`src/core/settle_defines.svh`:
```
// Purpose: constants of the channel settle and clock prescale block
// Assumes: 16-bit registers at the printed 8-bit register addresses
// Notes: offsets, field positions, reset values and timing counts
// Function
// a settle count of zero or one gives a settle wait of 32 reference periods.
// a settle count from two up gives a settle wait of count times 16 reference periods.
// each conversion on a channel starts only after that channel's full settle wait.
// an unsettled amplitude at conversion start raises an amplitude error when reporting is on.
// bits 15 to 12 of a prescale register divide the sensor frequency; zero is reserved.
// the host sets the sensor prescale to two or more for sensors at 8.75 MHz or above.
// bits 9 to 0 of a prescale register divide the device clock into the reference; zero is reserved.
// the host writes zeros to bits 11 and 10 of every prescale register.
// settle registers of channels two and three exist only on the four-channel variant.
// all settle and prescale registers reset to zero, so dividers must be set before converting.
// a conversion lasts the interval count times 16 reference periods; counts below five are reserved.
// each channel's settle wait is a down-counter on its reference tick, reloaded at each channel switch.
`ifndef SETTLE_DEFINES_SVH
`define SETTLE_DEFINES_SVH

`define ADDR_SETTLE_CH1 8'h11
`define ADDR_SETTLE_CH2 8'h12
`define ADDR_SETTLE_CH3 8'h13
`define ADDR_PRESCALE_CH0 8'h14
`define ADDR_PRESCALE_CH1 8'h15

`define FIN_MSB 15
`define FIN_LSB 12
`define RSVD_MSB 11
`define RSVD_LSB 10
`define FREF_MSB 9
`define FREF_LSB 0

`define SETTLE_RESET 16'h0000
`define PRESCALE_RESET 16'h0000

`define SETTLE_SHORT_MAX 16'h0001
`define SETTLE_SHORT_PERIODS 20'h00020
`define PERIOD_MULT_SHIFT 4
`define CONV_COUNT_MIN 16'h0005

`endif

```
`src/core/settle_pkg.sv`:
```
// Purpose: shared types of the channel settle and clock prescale block
// Assumes: sixteen-bit register data
// Notes: field layout mirrors the prescale register bit positions
package settle_pkg;

   // register port request from the serial front end
   typedef struct packed {
      logic wr;
      logic rd;
      logic [7:0] addr;
      logic [15:0] wdata;
   } reg_req_t;

   // prescale register layout
   typedef struct packed {
      logic [3:0] fin;
      logic [1:0] rsvd;
      logic [9:0] fref;
   } prescale_t;

   typedef enum logic [1:0] {
      ST_IDLE,
      ST_SETTLE,
      ST_CONVERT
   } conv_state_t;

endpackage : settle_pkg

```
`src/core/event_divider.sv`:
```
// Purpose: divides a stream of input events by a programmable ratio
// Assumes: in_evt synchronous to sys_clk
// Notes: a zero ratio is reserved and yields no ticks
`timescale 1ns/1ps
module event_divider #(
   parameter int W = 10
) (
   input wire logic sys_clk,
   input wire logic arst_n,
   input wire logic in_evt,
   input wire logic [W-1:0] div,
   output logic tick
);
   logic [W-1:0] cnt_reg;
   logic [W-1:0] cnt_next;
   logic tick_reg;
   logic tick_next;

   // count events, emit one tick per div events
   always_comb begin
      cnt_next = cnt_reg;
      tick_next = 1'b0;
      if (div == '0) begin
         cnt_next = '0; // reserved ratio clears the divider count and holds it at zero
      end else if (in_evt) begin
         if (cnt_reg >= div - W'(1)) begin
            cnt_next = '0;
            tick_next = 1'b1;
         end else begin
            cnt_next = cnt_reg + W'(1);
         end
      end
   end

   always_ff @(posedge sys_clk or negedge arst_n) begin
      if (!arst_n) begin
         cnt_reg <= '0;
         tick_reg <= 1'b0;
      end else begin
         cnt_reg <= cnt_next;
         tick_reg <= tick_next;
      end
   end

   assign tick = tick_reg;

   a_zero_div_quiet: assert property (@(posedge sys_clk) disable iff (!arst_n)
      $past(div) == '0 |-> !tick_reg) else $error("divider ticked with a zero ratio");
   a_tick_at_ratio: assert property (@(posedge sys_clk) disable iff (!arst_n)
      tick_reg |-> $past(in_evt) && $past(cnt_reg) == $past(div) - W'(1))
      else $error("divider tick not at end of ratio");
endmodule : event_divider

```
`src/core/settle_timer.sv`:
```
// Purpose: loadable down-counter advanced by a reference tick
// Assumes: load and tick synchronous to sys_clk
// Notes: load wins over a tick in the same cycle
`timescale 1ns/1ps
module settle_timer #(
   parameter int W = 20
) (
   input wire logic sys_clk,
   input wire logic arst_n,
   input wire logic load,
   input wire logic [W-1:0] load_val,
   input wire logic tick,
   output logic done
);
   logic [W-1:0] cnt_reg;
   logic [W-1:0] cnt_next;

   // reload on switch, else count down one per reference tick
   always_comb begin
      cnt_next = cnt_reg;
      if (load) begin
         cnt_next = load_val;
      end else if (tick && cnt_reg != '0) begin
         cnt_next = cnt_reg - W'(1);
      end
   end

   always_ff @(posedge sys_clk or negedge arst_n) begin
      if (!arst_n) begin
         cnt_reg <= '0;
      end else begin
         cnt_reg <= cnt_next;
      end
   end

   assign done = (cnt_reg == '0);

   a_load_takes: assert property (@(posedge sys_clk) disable iff (!arst_n)
      load |=> cnt_reg == $past(load_val)) else $error("timer did not take its load value");
   a_only_ticks_count: assert property (@(posedge sys_clk) disable iff (!arst_n)
      !load && !tick |=> $stable(cnt_reg)) else $error("timer moved without a tick");
endmodule : settle_timer

```
`src/core/settle_clock_ctrl.sv`:
```
// Purpose: per-channel settle wait and reference prescale, sensor prescale of channels 0 and 1, conversion sequencing
// Assumes: register port and all pins except the asynchronous reset arst_n synchronous to sys_clk
// Notes: settle count of channel 0 and prescales of channels 2 and 3 arrive as inputs
`timescale 1ns/1ps
`include "settle_defines.svh"
module settle_clock_ctrl #(
   parameter bit FOUR_CH = 1'b1,
   parameter int NUM_CH = 4
) (
   input wire logic sys_clk,
   input wire logic arst_n,
   input wire settle_pkg::reg_req_t reg_req,
   output logic [15:0] reg_rdata,
   output logic reg_rd_valid,
   input wire logic [15:0] amplitude_wait_count_ch0,
   input wire settle_pkg::prescale_t prescale_ch2,
   input wire settle_pkg::prescale_t prescale_ch3,
   input wire logic [15:0] conversion_interval_count,
   input wire logic conv_request,
   input wire logic [1:0] conv_channel,
   input wire logic [NUM_CH-1:0] amp_settled,
   input wire logic amp_err_report_en,
   input wire logic [1:0] sensor_in,
   output logic [1:0] sensor_div_tick,
   output logic [NUM_CH-1:0] ref_tick,
   output logic conv_start,
   output logic conv_done,
   output logic amp_error,
   output logic [1:0] active_channel,
   output logic busy
);
   logic [15:0] settle_ch1_reg, settle_ch1_next;
   logic [15:0] settle_ch2_reg, settle_ch2_next;
   logic [15:0] settle_ch3_reg, settle_ch3_next;
   settle_pkg::prescale_t prescale_ch0_reg, prescale_ch0_next;
   settle_pkg::prescale_t prescale_ch1_reg, prescale_ch1_next;
   logic [15:0] rdata_reg, rdata_next;
   logic rd_valid_reg, rd_valid_next;

   // register writes; reserved bits are stored as written
   always_comb begin
      settle_ch1_next = settle_ch1_reg;
      settle_ch2_next = settle_ch2_reg;
      settle_ch3_next = settle_ch3_reg;
      prescale_ch0_next = prescale_ch0_reg;
      prescale_ch1_next = prescale_ch1_reg;
      if (reg_req.wr) begin
         case (reg_req.addr)
            `ADDR_SETTLE_CH1: settle_ch1_next = reg_req.wdata;
            `ADDR_SETTLE_CH2: if (FOUR_CH) settle_ch2_next = reg_req.wdata;
            `ADDR_SETTLE_CH3: if (FOUR_CH) settle_ch3_next = reg_req.wdata;
            `ADDR_PRESCALE_CH0: prescale_ch0_next = reg_req.wdata;
            `ADDR_PRESCALE_CH1: prescale_ch1_next = reg_req.wdata;
            default: ;
         endcase
      end
   end

   // register reads; absent or unmapped addresses read zero
   always_comb begin
      rdata_next = rdata_reg;
      rd_valid_next = reg_req.rd;
      if (reg_req.rd) begin
         case (reg_req.addr)
            `ADDR_SETTLE_CH1: rdata_next = settle_ch1_reg;
            `ADDR_SETTLE_CH2: rdata_next = FOUR_CH ? settle_ch2_reg : 16'h0000;
            `ADDR_SETTLE_CH3: rdata_next = FOUR_CH ? settle_ch3_reg : 16'h0000;
            `ADDR_PRESCALE_CH0: rdata_next = prescale_ch0_reg;
            `ADDR_PRESCALE_CH1: rdata_next = prescale_ch1_reg;
            default: rdata_next = 16'h0000;
         endcase
      end
   end

   // register storage, cleared by reset
   always_ff @(posedge sys_clk or negedge arst_n) begin
      if (!arst_n) begin
         settle_ch1_reg <= `SETTLE_RESET;
         settle_ch2_reg <= `SETTLE_RESET;
         settle_ch3_reg <= `SETTLE_RESET;
         prescale_ch0_reg <= `PRESCALE_RESET;
         prescale_ch1_reg <= `PRESCALE_RESET;
         rdata_reg <= 16'h0000;
         rd_valid_reg <= 1'b0;
      end else begin
         settle_ch1_reg <= settle_ch1_next;
         settle_ch2_reg <= settle_ch2_next;
         settle_ch3_reg <= settle_ch3_next;
         prescale_ch0_reg <= prescale_ch0_next;
         prescale_ch1_reg <= prescale_ch1_next;
         rdata_reg <= rdata_next;
         rd_valid_reg <= rd_valid_next;
      end
   end

   assign reg_rdata = rdata_reg;
   assign reg_rd_valid = rd_valid_reg;

   // per-channel views of the settle and prescale settings
   logic [15:0] settle_cnt [NUM_CH];
   logic [9:0] fref_div [NUM_CH];
   logic [NUM_CH-1:0] ch_present;
   assign settle_cnt[0] = amplitude_wait_count_ch0;
   assign settle_cnt[1] = settle_ch1_reg;
   assign settle_cnt[2] = settle_ch2_reg;
   assign settle_cnt[3] = settle_ch3_reg;
   assign fref_div[0] = prescale_ch0_reg.fref;
   assign fref_div[1] = prescale_ch1_reg.fref;
   assign fref_div[2] = prescale_ch2.fref;
   assign fref_div[3] = prescale_ch3.fref;
   assign ch_present = FOUR_CH ? 4'hF : 4'h3;

   // sensor edge detect feeding the sensor prescalers
   logic [1:0] sensor_prev_reg, sensor_prev_next;
   logic [1:0] sensor_rise;
   logic [3:0] fin_div [2];
   assign sensor_prev_next = sensor_in;
   assign sensor_rise = sensor_in & ~sensor_prev_reg;
   assign fin_div[0] = prescale_ch0_reg.fin;
   assign fin_div[1] = prescale_ch1_reg.fin;

   always_ff @(posedge sys_clk or negedge arst_n) begin
      if (!arst_n) begin
         sensor_prev_reg <= 2'h0;
      end else begin
         sensor_prev_reg <= sensor_prev_next;
      end
   end

   // sequencer signals shared with the per-channel timers
   settle_pkg::conv_state_t state_reg, state_next;
   logic [1:0] ch_reg, ch_next;
   logic [NUM_CH-1:0] settle_load;
   logic [NUM_CH-1:0] settle_done;
   logic [19:0] settle_len [NUM_CH];
   logic accept;
   logic conv_load;
   logic [19:0] conv_len;
   logic conv_timer_done;
   logic [15:0] conv_cnt_eff;

   // sensor prescalers for channels 0 and 1
   for (genvar s = 0; s < 2; s++) begin : g_fin
      event_divider #(.W(4)) u_fin (
         .sys_clk(sys_clk),
         .arst_n(arst_n),
         .in_evt(sensor_rise[s]),
         .div(fin_div[s]),
         .tick(sensor_div_tick[s])
      );
   end

   // per-channel reference dividers and settle down-counters
   for (genvar c = 0; c < NUM_CH; c++) begin : g_ch
      event_divider #(.W(10)) u_ref (
         .sys_clk(sys_clk),
         .arst_n(arst_n),
         .in_evt(1'b1),
         .div(fref_div[c]),
         .tick(ref_tick[c])
      );
      // short counts fall back to the fixed minimum
      assign settle_len[c] = (settle_cnt[c] <= `SETTLE_SHORT_MAX) ? `SETTLE_SHORT_PERIODS
         : {settle_cnt[c], 4'h0};
      assign settle_load[c] = accept && (conv_channel == 2'(c));
      settle_timer #(.W(20)) u_settle (
         .sys_clk(sys_clk),
         .arst_n(arst_n),
         .load(settle_load[c]),
         .load_val(settle_len[c]),
         .tick(ref_tick[c]),
         .done(settle_done[c])
      );
   end

   // conversion interval, reserved short counts raised to the minimum
   assign conv_cnt_eff = (conversion_interval_count < `CONV_COUNT_MIN) ? `CONV_COUNT_MIN
      : conversion_interval_count;
   assign conv_len = {conv_cnt_eff, 4'h0};

   settle_timer #(.W(20)) u_conv (
      .sys_clk(sys_clk),
      .arst_n(arst_n),
      .load(conv_load),
      .load_val(conv_len),
      .tick(ref_tick[ch_reg]),
      .done(conv_timer_done)
   );

   // a request is taken only when idle, the channel exists and its divider is set
   assign accept = (state_reg == settle_pkg::ST_IDLE) && conv_request && ch_present[conv_channel]
      && (fref_div[conv_channel] != 10'h000);

   logic start_reg, start_next;
   logic done_reg, done_next;
   logic amp_err_reg, amp_err_next;

   // sequencer: settle wait, then conversion interval
   always_comb begin
      state_next = state_reg;
      ch_next = ch_reg;
      conv_load = 1'b0;
      start_next = 1'b0;
      done_next = 1'b0;
      amp_err_next = 1'b0;
      case (state_reg)
         settle_pkg::ST_IDLE: begin
            if (accept) begin
               ch_next = conv_channel;
               state_next = settle_pkg::ST_SETTLE;
            end
         end
         settle_pkg::ST_SETTLE: begin
            if (settle_done[ch_reg]) begin
               start_next = 1'b1;
               conv_load = 1'b1;
               amp_err_next = amp_err_report_en && !amp_settled[ch_reg];
               state_next = settle_pkg::ST_CONVERT;
            end
         end
         settle_pkg::ST_CONVERT: begin
            if (conv_timer_done && !start_reg) begin
               done_next = 1'b1;
               state_next = settle_pkg::ST_IDLE;
            end
         end
         default: state_next = settle_pkg::ST_IDLE;
      endcase
   end

   always_ff @(posedge sys_clk or negedge arst_n) begin
      if (!arst_n) begin
         state_reg <= settle_pkg::ST_IDLE;
         ch_reg <= 2'h0;
         start_reg <= 1'b0;
         done_reg <= 1'b0;
         amp_err_reg <= 1'b0;
      end else begin
         state_reg <= state_next;
         ch_reg <= ch_next;
         start_reg <= start_next;
         done_reg <= done_next;
         amp_err_reg <= amp_err_next;
      end
   end

   // status outputs, all from flops
   logic busy_reg, busy_next;
   assign busy_next = (state_next != settle_pkg::ST_IDLE);
   always_ff @(posedge sys_clk or negedge arst_n) begin
      if (!arst_n) begin
         busy_reg <= 1'b0;
      end else begin
         busy_reg <= busy_next;
      end
   end

   assign conv_start = start_reg;
   assign conv_done = done_reg;
   assign amp_error = amp_err_reg;
   assign active_channel = ch_reg;
   assign busy = busy_reg;

   // helper for the reset value check
   logic first_reg;
   always_ff @(posedge sys_clk or negedge arst_n) begin
      if (!arst_n) begin
         first_reg <= 1'b1;
      end else begin
         first_reg <= 1'b0;
      end
   end

   a_short_settle: assert property (@(posedge sys_clk) disable iff (!arst_n)
      accept && settle_cnt[conv_channel] <= 16'h0001 |-> settle_len[conv_channel] == 20'h00020)
      else $error("short settle count not 32 periods");
   a_long_settle: assert property (@(posedge sys_clk) disable iff (!arst_n)
      accept && settle_cnt[conv_channel] >= 16'h0002
      |-> settle_len[conv_channel] == 20'(settle_cnt[conv_channel]) * 20'h00010)
      else $error("settle length not count times 16");
   a_start_after_wait: assert property (@(posedge sys_clk) disable iff (!arst_n)
      start_reg |-> $past(state_reg == settle_pkg::ST_SETTLE) && $past(settle_done[ch_reg]))
      else $error("conversion started before settle wait ended");
   a_no_early_start: assert property (@(posedge sys_clk) disable iff (!arst_n)
      accept |=> !start_reg [*8]) else $error("conversion started within the minimum wait");
   a_amp_error: assert property (@(posedge sys_clk) disable iff (!arst_n)
      start_reg |-> amp_err_reg == ($past(amp_err_report_en) && !$past(amp_settled[ch_reg])))
      else $error("amplitude error not tied to conversion start");
   a_absent_regs: assert property (@(posedge sys_clk) disable iff (!arst_n)
      !FOUR_CH && reg_req.rd && reg_req.addr == 8'h12 |=> rdata_reg == 16'h0000)
      else $error("absent settle register read nonzero");
   a_reset_zero: assert property (@(posedge sys_clk)
      first_reg && arst_n |-> settle_ch1_reg == 16'h0000 && prescale_ch0_reg == 16'h0000)
      else $error("register not zero after reset");
   a_conv_min: assert property (@(posedge sys_clk) disable iff (!arst_n)
      conv_load |-> conv_len >= 20'h00050) else $error("conversion interval below minimum");
   a_zero_div_refused: assert property (@(posedge sys_clk) disable iff (!arst_n)
      conv_request && fref_div[conv_channel] == 10'h000 |-> !accept)
      else $error("request accepted with a zero reference divider");
endmodule : settle_clock_ctrl

```
`config.mk`:
```
export PLATFORM = sky130hd
export DESIGN_NAME = settle_clock_ctrl
export DESIGN_NICKNAME = d
export VERILOG_FILES = /design/src/core/settle_pkg.sv /design/src/core/event_divider.sv /design/src/core/settle_timer.sv /design/src/core/settle_clock_ctrl.sv
export VERILOG_INCLUDE_DIRS = /design/src /design/src/core
export SDC_FILE = /design/constraint.sdc
export NUM_CORES = 1
export LEC_CHECK = 0
export ABC_AREA = 0
export ABC_CLOCK_PERIOD_IN_PS = 2480
export BUFFER_PORTS_ARGS = -buffer_cell sky130_fd_sc_hd__buf_2
export CORE_MARGIN = 4
export CORE_UTILIZATION = 55
export DETAILED_ROUTE_END_ITERATION = 10
export HOLD_SLACK_MARGIN = 0.08
export PLACE_DENSITY_LB_ADDON = 0.15
export RECOVER_POWER = 100
export REMOVE_ABC_BUFFERS = 1
export SYNTH_ARGS = -nofsm -noshare
export SYNTH_HDL_FRONTEND = slang
export SYNTH_SLANG_ARGS = --single-unit
```
`constraint.sdc`:
```
create_clock -name sys_clk -period 2.48 [get_ports sys_clk]
set_input_delay 0.496 -clock sys_clk [delete_from_list [all_inputs] [get_ports sys_clk]]
set_output_delay 0.496 -clock sys_clk [all_outputs]
set_load 0.02 [all_outputs]
```
==> results_dict.tcl <==
set metrics [dict create \
    clockRootBuffer "clkbuf_16" \
    finClkSkew_ns 0.0159 \
    hold_viol 0 \
    insertion_delay_ns 0.56 \
    p_switching_mw 3.14 \
    grt_max_degree 74 \
    fin_cells 2082 \
    synth_top_cell_area_share_pct 44.7 \
    yosysWarningCount 0 \
    cts.sinks 261 \
    dieArea_um2 29200 \
    ir_worst_vdd_mv 0.526 \
    cp_cell_sequence "inv_1 -> ha_4 -> nand3b_1 -> nor4_2 -> xnor2_1 -> ha_1 -> o211ai_1 -> or2_4 -> o21ai_4 -> buf_6 -> nor2_2" \
    coreArea_um2 26100 \
    clk_pin_slew_ns 0.06 \
    die_y_um 171 \
    cts_max_level 1 \
    worst_pin_slew_ns 1.88 \
    clock_power_share_pct 41.1 \
    arrival_ns 3.05 \
    cp.required_ns 2.92 \
    switching_share_pct 27.3 \
    dp.cells 2011 \
    synth_cells 1482 \
    clk_path_buf_depth 3 \
    crit_path_max_incr_delay_ns 0.40 \
    setup_violations 26 \
    clock.fmax_mhz 383 \
    slew_headroom_pct -25.3 \
    final_nets 1892 \
    drv_slew 74 \
    vias_per_cell 5.77 \
    largest_reg_flops 80 \
    drc_errors 0 \
    dp_slack_ns -0.470 \
    ant_nets 0 \
    rsz0062_at_grt "yes" \
    critPathKind "reg2reg" \
    synth_most_common_cell "dfrtp_1" \
    p_comb_share_pct 16.4 \
    antenna_cells 0 \
    fill_cells 2018 \
    drive_above_1_share_pct 24.0 \
    firstDrtPassIters 7 \
    wl_um 38200 \
    synthTopCellsByCount "dfrtp_1 (261), nor2_1 (185), nand2_1 (102)" \
    stdcell_area_um2 17800 \
    internal_power_mw 8.35 \
    syn_to_final_growth_pct 21.7 \
    period_share_pct 105 \
    fin_total_pwr_mw 11.5 \
    ys.flop_type "dfrtp_1" \
    num_rows 59 \
    placed_area_um2 16500 \
    synth_largest_area_cell "dfrtp_1" \
    dp_hpwl_um 28000 \
    synth_edf_count 0 \
    grt_pass1_vias 12275 \
    violations "capacitance limit, slew limit, setup timing" \
    numCtsBuffers 30 \
    cp_slowest_cell "dfrtp_1" \
    port_buffers 118 \
    synth_cell_types 66 \
    worstPathMaxFanout 5 \
    die_w_um 171 \
    syn_area_um2 14600 \
    p_seq_share_pct 42.6 \
    layout_setup_ws_ns -0.133 \
    status "finished, violations left" \
    overflow 0 \
    cts_tree "yes" \
    avgRoutedWirePerCell_um 18.4 \
    final_core_util_pct 68.2 \
    pin_count 131 \
    grt_pass1_wl_um 62800 \
    grt_util_all_layers_pct 26.3 \
    ys_ff_latch 261 \
    async_flop_share_pct 100 \
    yosys-top-cells-area "dfrtp_1 (45%), mux2_2 (6.5%), ha_1 (5.7%), xnor2_1 (4.9%), nor2_1 (4.8%)" \
    vias 12022 \
    gp_congestion 0.879 \
    crit_path_end_kind "register" \
    leakagePower_nw 7.75 \
    power_density_nw_per_um2 647 \
    postSynthAreaPerCell_um2 9.85 \
    max_cap_violations 1 \
    start_util_pct 56.0 \
    worstHoldPathType "in2reg" \
    cp-start-kind "register" \
    antenna_found_initial 0 \
    r2r_slack_ns -0.13 \
    ys_seq_area_share_pct 44.7 \
    min_period_ns 2.61 \
    drt_first_iter_violations 877 \
]
-- through the flow --
step | setup TNS [ns] | hold WS [ns]
after floorplan | -19.66 | 0.200
after global placement | -9.73 | 0.490
after detailed placement | -14.38 | 0.489
after CTS | -0.867 | 0.194
after global routing | -17.49 | 0.200
final | -2.52 | 0.206
-- cell type report --
| cell class | instances | area (um^2) | share of cell area (%) |
|---|---|---|---|
| clock buffer | 39 | 846 | 4.76 |
| clock inverter | 16 | 218 | 1.23 |
| timing repair buffer | 257 | 1610 | 9.04 |
| multi-input combinational | 1132 | 7990 | 45.0 |
| inverter | 42 | 158 | 0.888 |
| tap | 335 | 419 | 2.36 |
| sequential | 261 | 6530 | 36.8 |
-- power by group through the flow --
stage / logic [mW] / clock network [mW] / registers [mW]
finish: 1.88 / 4.72 / 4.89
global route: 2.15 / 5.00 / 4.93
CTS: 1.84 / 4.78 / 4.89
detailed placement: 1.72 / 0 / 4.96
global placement: 1.65 / 0 / 4.94
floorplan: 1.04 / 0 / 4.88
-- kinds of logic (layout without fill, tap and decap cells) --
logic type                 count (synthesis)  in the layout  share of synthesized area, %
xor gates and xnor gates                 149            149                          8.94
adders and majority gates                 66             66                          5.66
muxes                                    105            105                          8.09
and+or+nand+nor                          551            551                          18.9
DFF                                      261            261                          44.7
AOI/OAI and AO/OA                        261            261                          11.1
buffers and inverters                     89            354                          2.50
-- cells in the final DEF (no fill, tap or decap), types with 10 or more instances in the layout --
master and n:
dfrtp_1 261, nor2_1 170, buf_4 102, nand2_1 100, buf_2 87, mux2_2 84
xnor2_1 82, xor2_1 67, a21oi_1 66, ha_1 64, o21ai_0 58, clkbuf_1 47
nor3_1 45, inv_1 41, nor4_1 40, nand3_1 40, clkbuf_16 31, a21o_1 27
a31oi_1 21, mux2i_1 19, nand4_1 15, a22oi_1 15, nor2_4 15, nor2b_1 14
and3_1 14, or4_1 11, o21a_1 10
-- timing repair --
action,CTS,global route
setup buffers,6,6
hold buffers,3,0
resized for setup,31,61
hold endpoints to repair,69,0
pin swaps,7,23
endpoints found under the setup margin,62,71
gates cloned,1,1
-- per-layer routing --
layer	track usage, %	vias to the layer above	wire length [um]
met1	35.9	5842	16600
met5	0	-	0
li1	-	5792	-
met2	43.2	318	18100
met3	4.90	70	2320
met4	8.13	0	1190
-- worst max-delay path: cells and delay by family, from the launching register on --
kind / cells / cell delay, ns
and+or+nand+nor: 4 / 0.78
adders and majority gates: 2 / 0.51
DFF: 1 / 0.40
AOI/OAI and AO/OA: 2 / 0.35
buffers and inverters: 2 / 0.31
xor gates and xnor gates: 1 / 0.15
-- final timing paths --
kind / start / to / cells past startpoint
min reg2reg: prescale_ch1_reg[10] / prescale_ch1_reg[10] / 1
max: fref_div[20] / g_ch[1].u_ref.cnt_reg[2] / 11
max in group asynchronous: arst_n / u_conv.cnt_reg[18] / 3
min: conversion_interval_count[12] / u_conv.cnt_reg[16] / 3
max reg2reg: fref_div[20] / g_ch[1].u_ref.cnt_reg[2] / 11
min in group asynchronous: arst_n / g_ch[1].u_settle.cnt_reg[19] / 2
Note: power is estimated with default switching activity, not from simulation.
